--- src/design/bsp_pkg.sv ---
// Purpose: Shared constants and types for the backup switch and pad mode block
// Assumes: Registers addressed by 8-bit offsets, 8-bit data
// Notes: Bit layouts of the enable and flag registers are fixed here
package bsp_pkg;

    // Register offsets
    localparam logic [7:0] OFF_SWITCH_CTRL = 8'h26;
    localparam logic [7:0] OFF_PAD_FUNC = 8'h27;
    localparam logic [7:0] OFF_IRQ_A_EN = 8'h29;
    localparam logic [7:0] OFF_IRQ_B_EN = 8'h2A;
    localparam logic [7:0] OFF_FLAGS = 8'h2B;

    // Switch control fields
    localparam int BIT_THRESH_SEL = 0;
    localparam int BIT_MODE_LO = 1;
    localparam int BIT_MODE_HI = 2;

    // Pad function fields
    localparam int BIT_CLK_DIS = 7;
    localparam int BIT_PULL_SEL = 6;
    localparam int BIT_STAMP_POL = 5;
    localparam int BIT_STAMP_TYPE = 4;
    localparam int BIT_STAMP_FN_LO = 2;
    localparam int BIT_IRQA_FN_LO = 0;

    // Enable and flag fields
    localparam int BIT_BACKUP_IRQ_EN = 0;
    localparam int BIT_LEVEL_MODE = 7;
    localparam int BIT_BACKUP_FLAG = 0;

    // Reset values
    localparam logic [7:0] RST_SWITCH_CTRL = 8'h00;
    localparam logic [7:0] RST_PAD_FUNC = 8'h00;
    localparam logic [7:0] RST_IRQ_EN = 8'h00;

    // Switch-over modes
    localparam logic [1:0] MODE_VTH = 2'h0;
    localparam logic [1:0] MODE_BAT = 2'h1;
    localparam logic [1:0] MODE_HIGHER = 2'h2;
    localparam logic [1:0] MODE_LOWER = 2'h3;

    // Interrupt-A pin functions
    localparam logic [1:0] IRQA_CLOCK = 2'h0;
    localparam logic [1:0] IRQA_BATTERY = 2'h1;
    localparam logic [1:0] IRQA_IRQ = 2'h2;
    localparam logic [1:0] IRQA_HIZ = 2'h3;

    // Stamp pin functions
    localparam logic [1:0] STAMP_OFF = 2'h0;
    localparam logic [1:0] STAMP_IRQB = 2'h1;
    localparam logic [1:0] STAMP_CLOCK = 2'h2;
    localparam logic [1:0] STAMP_INPUT = 2'h3;

    // Pad drive bundle: value and enable
    typedef struct packed {
        logic out;
        logic oe;
    } bsp_pad_s;

    // Whole block state
    typedef struct packed {
        logic [7:0] switchCtrl;
        logic [7:0] padFunc;
        logic [7:0] irqAEn;
        logic [7:0] irqBEn;
        logic backupFlag;
        logic onBackup;
        logic stampLevel;
        logic stampPrev;
        logic stampValid;
        logic stampEvent;
        logic pullupEn;
        logic pullupStrong;
        logic irqAReq;
        logic irqBReq;
        bsp_pad_s irqAPad;
        bsp_pad_s irqBPad;
        bsp_pad_s clkPad;
        bsp_pad_s stampPad;
        logic [7:0] rdData;
    } bsp_state_s;

endpackage
--- src/design/bsp_backup_switch_pins.sv ---
// Purpose: Battery switch-over control, its interrupt path and the pad mode register
// Assumes: Comparator levels and clock source arrive synchronous to mclk
// Notes: Register port is a plain offset/strobe port; serial bus lives outside
// Functional notes
// - Bit 0 picks switch threshold: 0 gives 1.5 V, 1 gives 2.8 V.
// - Mode 11 switches to backup below the lower of threshold and battery.
// - Separate backup interrupt enables for pin A and pin B registers.
// - Flag can drive either pin as a pulse or a level following it.
// - Flag stays set until host clears it by command.
// - Pulse on every switch either way, even with flag still set.
// - Battery indicator on pin A shows only present supply state.
// - Pin B inactive on backup supply, driven only on main supply.
// - Eight-bit pad mode register with clock, pull, polarity, type, function fields.
// - Clock pin disable forces logic 0, else outputs selected clock.
// - Bit 6 selects switch-detector pull-up: 0 is 80 kOhm, 1 is 40 kOhm.
// - Polarity bit 0 means rising edge active, 1 falling edge active.
// - Stamp pin: 00 off, 01 pin B push-pull, 10 clock push-pull, 11 input.
// - Input type bit only matters when stamp pin is in input mode.
// - Pin A function: 00 clock, 01 battery indication, 10 interrupt, 11 Hi-Z.
// - Battery indication: Hi-Z on main supply, logic 0 on backup.
// - Switch mode samples at 16 Hz with pull-up; CMOS input off on backup.
`timescale 1ns/100ps
`default_nettype none

module bsp_backup_switch_pins (
    input wire logic mclk,
    input wire logic srst,
    input wire logic clkEn,
    input wire logic regWrEn,
    input wire logic regRdEn,
    input wire logic [7:0] regAddr,
    input wire logic [7:0] regWrData,
    output logic [7:0] regRdData,
    input wire logic vddAboveVthLow,
    input wire logic vddAboveVthHigh,
    input wire logic vddAboveBat,
    input wire logic clockSource,
    input wire logic otherIrqA,
    input wire logic otherIrqB,
    input wire logic tick16Hz,
    input wire logic stampPinIn,
    output logic stampPinOut,
    output logic stampPinOe,
    output logic irqPinAOut,
    output logic irqPinAOe,
    output logic irqPinBOut,
    output logic irqPinBOe,
    output logic clockPinOut,
    output logic clockPinOe,
    output logic stampPullupEn,
    output logic stampPullupStrong,
    output logic stampEvent,
    output logic onBackup,
    output logic switchThresholdSel
);

    // Whole block state, registered in one place
    bsp_pkg::bsp_state_s stateQ;
    bsp_pkg::bsp_state_s stateD;

    // Field views of the live registers
    logic [1:0] switchoverMode;
    logic [1:0] irqAPinFunction;
    logic [1:0] stampPinFunction;

    // Supply decision
    logic vthOk;
    logic stayMain;
    logic toBackup;
    logic switchEvt;

    // Backup interrupt requests, index 0 is pin A and 1 is pin B
    logic [1:0] pinIrqEn;
    logic [1:0] pinLevelMode;
    logic [1:0] pinAssert;
    logic irqAAssert;
    logic irqBAssert;

    // Stamp input path
    logic stampRaw;
    logic stampActive;

    // Write strobes, one per mapped offset
    logic wrSwitch;
    logic wrPad;
    logic wrIrqA;
    logic wrIrqB;
    logic wrFlags;

    // Field views of the live registers, so writes act on the next cycle
    assign switchoverMode = stateQ.switchCtrl[bsp_pkg::BIT_MODE_HI:bsp_pkg::BIT_MODE_LO];
    assign irqAPinFunction = stateQ.padFunc[bsp_pkg::BIT_IRQA_FN_LO +: 2];
    assign stampPinFunction = stateQ.padFunc[bsp_pkg::BIT_STAMP_FN_LO +: 2];

    // Register write strobes
    // The clock enable gates only the state register, so strobes need no copy of it
    assign wrSwitch = regWrEn && (regAddr == bsp_pkg::OFF_SWITCH_CTRL);
    assign wrPad = regWrEn && (regAddr == bsp_pkg::OFF_PAD_FUNC);
    assign wrIrqA = regWrEn && (regAddr == bsp_pkg::OFF_IRQ_A_EN);
    assign wrIrqB = regWrEn && (regAddr == bsp_pkg::OFF_IRQ_B_EN);
    assign wrFlags = regWrEn && (regAddr == bsp_pkg::OFF_FLAGS);

    // Threshold pick and switch-over decision; hysteresis is the comparators' job
    always_comb begin
        vthOk = stateQ.switchCtrl[bsp_pkg::BIT_THRESH_SEL] ? vddAboveVthHigh
                                                           : vddAboveVthLow;
        // Mode 11 holds main while either comparator still passes
        case (switchoverMode)
            bsp_pkg::MODE_VTH: stayMain = vthOk;
            bsp_pkg::MODE_BAT: stayMain = vddAboveBat;
            bsp_pkg::MODE_HIGHER: stayMain = vthOk && vddAboveBat;
            bsp_pkg::MODE_LOWER: stayMain = vthOk || vddAboveBat;
            default: stayMain = vthOk;
        endcase
    end

    // Flag is set on the way to backup; a pulse is due on either change
    assign toBackup = !stayMain && !stateQ.onBackup;
    assign switchEvt = stayMain == stateQ.onBackup;

    // Gather each pin's enable and mode bits so both pins share one request path
    assign pinIrqEn = {stateQ.irqBEn[bsp_pkg::BIT_BACKUP_IRQ_EN],
                       stateQ.irqAEn[bsp_pkg::BIT_BACKUP_IRQ_EN]};
    assign pinLevelMode = {stateQ.irqBEn[bsp_pkg::BIT_LEVEL_MODE],
                           stateQ.irqAEn[bsp_pkg::BIT_LEVEL_MODE]};

    // Per-pin request: level follows the flag, pulse marks each switch
    // A pulse still fires while the flag waits to be cleared
    for (genvar p = 0; p < 2; p++) begin : gen_pin_irq
        assign pinAssert[p] = pinIrqEn[p]
            && (pinLevelMode[p] ? stateQ.backupFlag : switchEvt);
    end
    assign irqAAssert = pinAssert[0];
    assign irqBAssert = pinAssert[1];

    // Stamp input source: sampled switch level or direct pin
    always_comb begin
        if (stateQ.padFunc[bsp_pkg::BIT_STAMP_TYPE]) begin
            stampRaw = stateQ.stampLevel;
        end else begin
            stampRaw = stampPinIn;
        end
        // Edge compare in the polarity's sense
        if (stateQ.padFunc[bsp_pkg::BIT_STAMP_POL]) begin
            stampActive = stateQ.stampPrev && !stampRaw;
        end else begin
            stampActive = !stateQ.stampPrev && stampRaw;
        end
    end

    // Next-state logic for every flop of the block
    always_comb begin
        stateD = stateQ;
        // One-cycle outputs drop unless set again below
        stateD.stampEvent = 1'b0;
        stateD.pullupEn = 1'b0;

        // Register writes, applied straight away
        if (wrSwitch) begin
            stateD.switchCtrl = {5'h00, regWrData[2:0]};
        end
        if (wrPad) begin
            stateD.padFunc = regWrData;
        end
        if (wrIrqA) begin
            stateD.irqAEn = regWrData;
        end
        if (wrIrqB) begin
            stateD.irqBEn = regWrData;
        end

        // Flag: clear by writing 0, a new switch to backup in the same cycle wins
        if (wrFlags && !regWrData[bsp_pkg::BIT_BACKUP_FLAG]) begin
            stateD.backupFlag = 1'b0;
        end
        if (toBackup) begin
            stateD.backupFlag = 1'b1;
        end

        // Supply state follows the decision on every enabled edge
        stateD.onBackup = !stayMain;

        // Interrupt requests, merged with the block's other sources
        stateD.irqAReq = irqAAssert || otherIrqA;
        stateD.irqBReq = irqBAssert || otherIrqB;

        // Stamp input handling; type bit only looked at in input mode
        stateD.pullupStrong = stateQ.padFunc[bsp_pkg::BIT_PULL_SEL];
        stateD.stampValid = 1'b0;
        if (stampPinFunction == bsp_pkg::STAMP_INPUT) begin
            if (stateQ.padFunc[bsp_pkg::BIT_STAMP_TYPE]) begin
                // Pull-up only during the sample keeps switch current low
                if (tick16Hz) begin
                    stateD.pullupEn = 1'b1;
                    stateD.stampLevel = stampPinIn;
                end
                // Valid only once a first sample has landed, so a pin
                // resting high gives no false edge on entering the mode
                stateD.stampValid = stateQ.stampValid || stateQ.pullupEn;
            end else begin
                stateD.stampValid = !stateQ.onBackup;
            end
        end
        if (stateD.stampValid) begin
            stateD.stampPrev = stampRaw;
            stateD.stampEvent = stateQ.stampValid && stampActive;
        end

        // Pin A: open drain, active low
        stateD.irqAPad.out = 1'b0;
        case (irqAPinFunction)
            bsp_pkg::IRQA_CLOCK: begin
                stateD.irqAPad.oe = !stateQ.onBackup && !clockSource;
            end
            bsp_pkg::IRQA_BATTERY: begin
                stateD.irqAPad.oe = stateQ.onBackup;
            end
            bsp_pkg::IRQA_IRQ: begin
                stateD.irqAPad.oe = stateQ.irqAReq;
            end
            bsp_pkg::IRQA_HIZ: begin
                stateD.irqAPad.oe = 1'b0;
            end
            default: begin
                stateD.irqAPad.oe = 1'b0;
            end
        endcase

        // Pin B: push-pull active low, only while on main supply
        stateD.irqBPad.out = !stateQ.irqBReq;
        stateD.irqBPad.oe = !stateQ.onBackup;

        // Clock pin: disable bit forces 0, Hi-Z on backup
        stateD.clkPad.out = stateQ.padFunc[bsp_pkg::BIT_CLK_DIS] ? 1'b0 : clockSource;
        stateD.clkPad.oe = !stateQ.onBackup;

        // Stamp pin output modes, Hi-Z on backup
        case (stampPinFunction)
            bsp_pkg::STAMP_IRQB: begin
                stateD.stampPad.out = !stateQ.irqBReq;
                stateD.stampPad.oe = !stateQ.onBackup;
            end
            bsp_pkg::STAMP_CLOCK: begin
                stateD.stampPad.out = clockSource;
                stateD.stampPad.oe = !stateQ.onBackup;
            end
            // Disabled and input modes leave the pin floating
            default: begin
                stateD.stampPad.out = 1'b0;
                stateD.stampPad.oe = 1'b0;
            end
        endcase

        // Read data, registered; unmapped offsets read zero
        // Without a read strobe the last read data keeps standing
        if (regRdEn) begin
            case (regAddr)
                bsp_pkg::OFF_SWITCH_CTRL: stateD.rdData = stateQ.switchCtrl;
                bsp_pkg::OFF_PAD_FUNC: stateD.rdData = stateQ.padFunc;
                bsp_pkg::OFF_IRQ_A_EN: stateD.rdData = stateQ.irqAEn;
                bsp_pkg::OFF_IRQ_B_EN: stateD.rdData = stateQ.irqBEn;
                bsp_pkg::OFF_FLAGS: stateD.rdData = {7'h00, stateQ.backupFlag};
                default: stateD.rdData = 8'h00;
            endcase
        end
    end

    // State register; clock enable freezes everything
    // Reset wins over a low clock enable so a frozen block can still be reset
    always_ff @(posedge mclk) begin
        if (srst) begin
            stateQ <= '0;
            stateQ.switchCtrl <= bsp_pkg::RST_SWITCH_CTRL;
            stateQ.padFunc <= bsp_pkg::RST_PAD_FUNC;
            stateQ.irqAEn <= bsp_pkg::RST_IRQ_EN;
            stateQ.irqBEn <= bsp_pkg::RST_IRQ_EN;
        end else if (clkEn) begin
            stateQ <= stateD;
        end
    end

    // Outputs straight from flops
    // Register read port
    assign regRdData = stateQ.rdData;

    // Pad value and enable pairs
    assign stampPinOut = stateQ.stampPad.out;
    assign stampPinOe = stateQ.stampPad.oe;
    assign irqPinAOut = stateQ.irqAPad.out;
    assign irqPinAOe = stateQ.irqAPad.oe;
    assign irqPinBOut = stateQ.irqBPad.out;
    assign irqPinBOe = stateQ.irqBPad.oe;
    assign clockPinOut = stateQ.clkPad.out;
    assign clockPinOe = stateQ.clkPad.oe;

    // Stamp input status
    assign stampPullupEn = stateQ.pullupEn;
    assign stampPullupStrong = stateQ.pullupStrong;
    assign stampEvent = stateQ.stampEvent;

    // Supply status
    assign onBackup = stateQ.onBackup;
    assign switchThresholdSel = stateQ.switchCtrl[bsp_pkg::BIT_THRESH_SEL];

endmodule

`default_nettype wire

--- config.mk ---
export PLATFORM = sky130hd
export DESIGN_NAME = bsp_backup_switch_pins
export DESIGN_NICKNAME = d
export VERILOG_FILES = /design/src/design/bsp_pkg.sv /design/src/design/bsp_backup_switch_pins.sv
export SDC_FILE = /design/constraint.sdc
export NUM_CORES = 1
export LEC_CHECK = 0
export ABC_AREA = 1
export BUFFER_PORTS_ARGS = -buffer_cell sky130_fd_sc_hd__buf_2
export CORE_MARGIN = 8
export CORE_UTILIZATION = 58
export CTS_CLUSTER_DIAMETER = 100
export DETAILED_ROUTE_END_ITERATION = 12
export GPL_ROUTABILITY_DRIVEN = 0
export PLACE_DENSITY = 0.91
export SLEW_MARGIN = 40
export SYNTH_ARGS = -nofsm -noshare
export SYNTH_HDL_FRONTEND = slang
export SYNTH_SLANG_ARGS = --single-unit
--- constraint.sdc ---
create_clock -name mclk -period 2.08 [get_ports mclk]
set_input_delay 0.104 -clock mclk [delete_from_list [all_inputs] [get_ports mclk]]
set_output_delay 0.104 -clock mclk [all_outputs]
set_load 0.02 [all_outputs]
==> flow_metrics.tcl <==
set metrics [dict create \
    postCtsResizedCells 0 \
    layout_common_cells "52 x sky130_fd_sc_hd__a21oi_1, 51 x sky130_fd_sc_hd__dfxtp_1, 48 x sky130_fd_sc_hd__buf_2" \
    postLayoutCellArea_um2 2690 \
    maxSlewHeadroom 0.588 \
    root_buffer "sky130_fd_sc_hd__clkbuf_8" \
    path_class "reg2reg" \
    rsz0062_at_grt "no" \
    detailedPlace.worstSlack_ns 0.453 \
    placementRows 23 \
    boundaryPins 50 \
    grt_start_max_net_pins 24 \
    hold-worst-slack_ns 0.0547 \
    avgViaCountPerCell 5.47 \
    dr.pass1.iters 5 \
    detailroute.via_count 2250 \
    ys_ff_latch 51 \
    synth_area_per_cell_um2 7.38 \
    worst-path-max-fanout 3 \
    initial_core_util 0.600 \
    placed_cell_area_um2 2570 \
    p_per_area_nw_per_um2 697 \
    residual_overflow_from_global_routing 0 \
    final_util 0.678 \
    drc 0 \
    antenna_found_initial 0 \
    cts_buffers 5 \
    cts_sinks 51 \
    yosysSeqAreaShare 0.428 \
    cap_viol_max_count 0 \
    floorplan.die.width_um 80.1 \
    cts_setup_buffers 0 \
    min_path_type "in2reg" \
    antenna_violating_nets_post_route 0 \
    layout-drive-gt1-share 0.199 \
    timing_max_transition_violations_final 0 \
    power.leakage_nw 1.10 \
    report.final.hold_viol_count 0 \
    syn2layout_area_growth_pct 13.0 \
    cts.hold.buffers_added 0 \
    tritoncts "built" \
    drt_iter0_drcs 213 \
    grt_pass1_vias 2032 \
    hpwlAfterDp_mm 4.35 \
    wire_length_of_the_first_global_routing_pass_mm 9.49 \
    timing.final.crit_share 0.725 \
    synth.net_count 356 \
    antenna_cells_inserted 0 \
    cts.path.max_buffers 2 \
    synthDistinctLibCells 30 \
    fp.dieH_um 80.1 \
    status "finished clean" \
    postRouteWirelength_mm 5.78 \
    grtUsageTotal 0.186 \
    min-delay-start "otherIrqA" \
    worstPathRequired_ns 2.33 \
    synth_cells 323 \
    worst_skew_pair.late_latency_ns 0.31 \
    tightest_slew_ns 0.618 \
    nets 393 \
    cts_h_tree_lvls 2 \
    worst_setup_hold_path_clk_slew_ns 0.09 \
    timing.clock.skew_ns 0.00479 \
    finalCriticalPeriod_ns 1.51 \
    count_of_buffers_from_port_buffering 48 \
    vdd_drop_max_mv 0.471 \
    finalWorstSetupSlack_ns 0.573 \
    final-setup-viol-count 0 \
    endpoint_kind "flip-flop" \
    worstReg2RegStart "stateQ[51]$_SDFFE_PP0P_" \
    mostFrequentLayoutCell "sky130_fd_sc_hd__a21oi_1" \
    average_wire_per_standard_cell_um 14.1 \
    worst_setup_path_startpoint "stateQ[51]$_SDFFE_PP0P_" \
    synthesis.yosys.warnings 0 \
    summed_instance_area_of_the_synthesized_netlist_um2 2380 \
    dieArea_um2 6420 \
    worst_setup_path_start_kind "flip-flop" \
    maxClockFrequency_ghz 0.663 \
    timing.setup.tns_ns 0 \
    timing.critical_path.arrival_ns 1.76 \
    core_region_area_um2 3970 \
]
cell families after synthesis:
family / after synthesis / synth area share
AOI/OAI and AO/OA: 112 / 0.244
adders and majority gates: 4 / 0.0210
buffers and inverters: 69 / 0.133
DFF: 51 / 0.428
other: 1 / 0.00157
and+or+nand+nor: 86 / 0.172
cells in the mapped netlist (all sizes together):
cell type | count | area [um^2]
buf | 17 | 123
nand3 | 24 | 138
nor3 | 1 | 5.00
nand4 | 4 | 25.0
ha | 4 | 50.1
o21ai | 54 | 270
inv | 46 | 173
dfxtp | 51 | 1020
conb | 1 | 3.75
a211oi | 1 | 7.51
a31oi | 1 | 6.26
clkinv | 1 | 3.75
or2 | 1 | 6.26
nor2 | 15 | 76.3
o2111ai | 1 | 8.76
a21oi | 52 | 260
o211ai | 1 | 12.5
o31ai | 1 | 7.51
nand2 | 41 | 159
clkbuf | 5 | 18.8
o221ai | 1 | 8.76
power by group:
| group | internal (mW) | leakage, nW | switching (mW) |
|---|---|---|---|
| Combinational | 0.0554 | 0.629 | 0.106 |
| Clock | 0.389 | 0.0612 | 0.328 |
| Sequential | 0.990 | 0.413 | 0.00895 |
worst max-delay path, cell delays in order, from the launching register on:
cell	delay [ns]
sky130_fd_sc_hd__dfxtp_1	0.36
sky130_fd_sc_hd__inv_1	0.07
sky130_fd_sc_hd__o21ai_0	0.18
sky130_fd_sc_hd__nand2_1	0.15
sky130_fd_sc_hd__ha_1	0.31
sky130_fd_sc_hd__a21oi_1	0.14
sky130_fd_sc_hd__o21ai_0	0.11
sky130_fd_sc_hd__a21oi_1	0.13
final cells by class:
cell class / count / area, um^2
fill: 323 / 1280
multi-input combinational: 203 / 1040
sequential: 51 / 1020
timing repair buffer: 52 / 270
inverter: 47 / 176
clock buffer: 6 / 82.6
tap: 50 / 62.6
clock inverter: 2 / 35.0
routing by layer:
layer / routed length [um] / up-vias / GRT usage / part of all wire
met3: 560 / 9 / 0.0703 / 0.097
met4: 87 / 0 / 0.0709 / 0.015
met1: 2490 / 1015 / 0.228 / 0.43
li1: - / 1140 / - / -
met2: 2640 / 86 / 0.288 / 0.46
met5: 0 / - / 0 / 0
per-stage QoR:
stage	power [mW]	cells
floorplan	1.12	323
global placement	1.18	403
detailed placement	1.18	403
CTS	1.88	411
global route	1.94	411
finish	1.88	411
worst paths after layout:
check,endpoint,slack [ns],depth (start not counted)
max,stateQ[16]$_SDFFE_PP0P_,0.57,7
min,stateQ[17]$_SDFFE_PP0P_,0.05,3
max reg2reg,stateQ[16]$_SDFFE_PP0P_,0.57,7
min reg2reg,stateQ[28]$_SDFFE_PP0P_,0.45,2
state kept, by name (all words and copies together), names as in the netlist:
signal              count
clockPinOe              1
clockPinOut             1
irqAPinFunction         2
irqPinAOe               1
irqPinBOut              1
onBackup                1
pinIrqEn                2
pinLevelMode            2
regRdData               8
stampEvent              1
stampPinFunction        2
stampPinOe              1
stampPinOut             1
stampPullupEn           1
stampPullupStrong       1
stateD                  1
stateQ                 23
switchThresholdSel      1
Power figures use the tool's default switching activity.
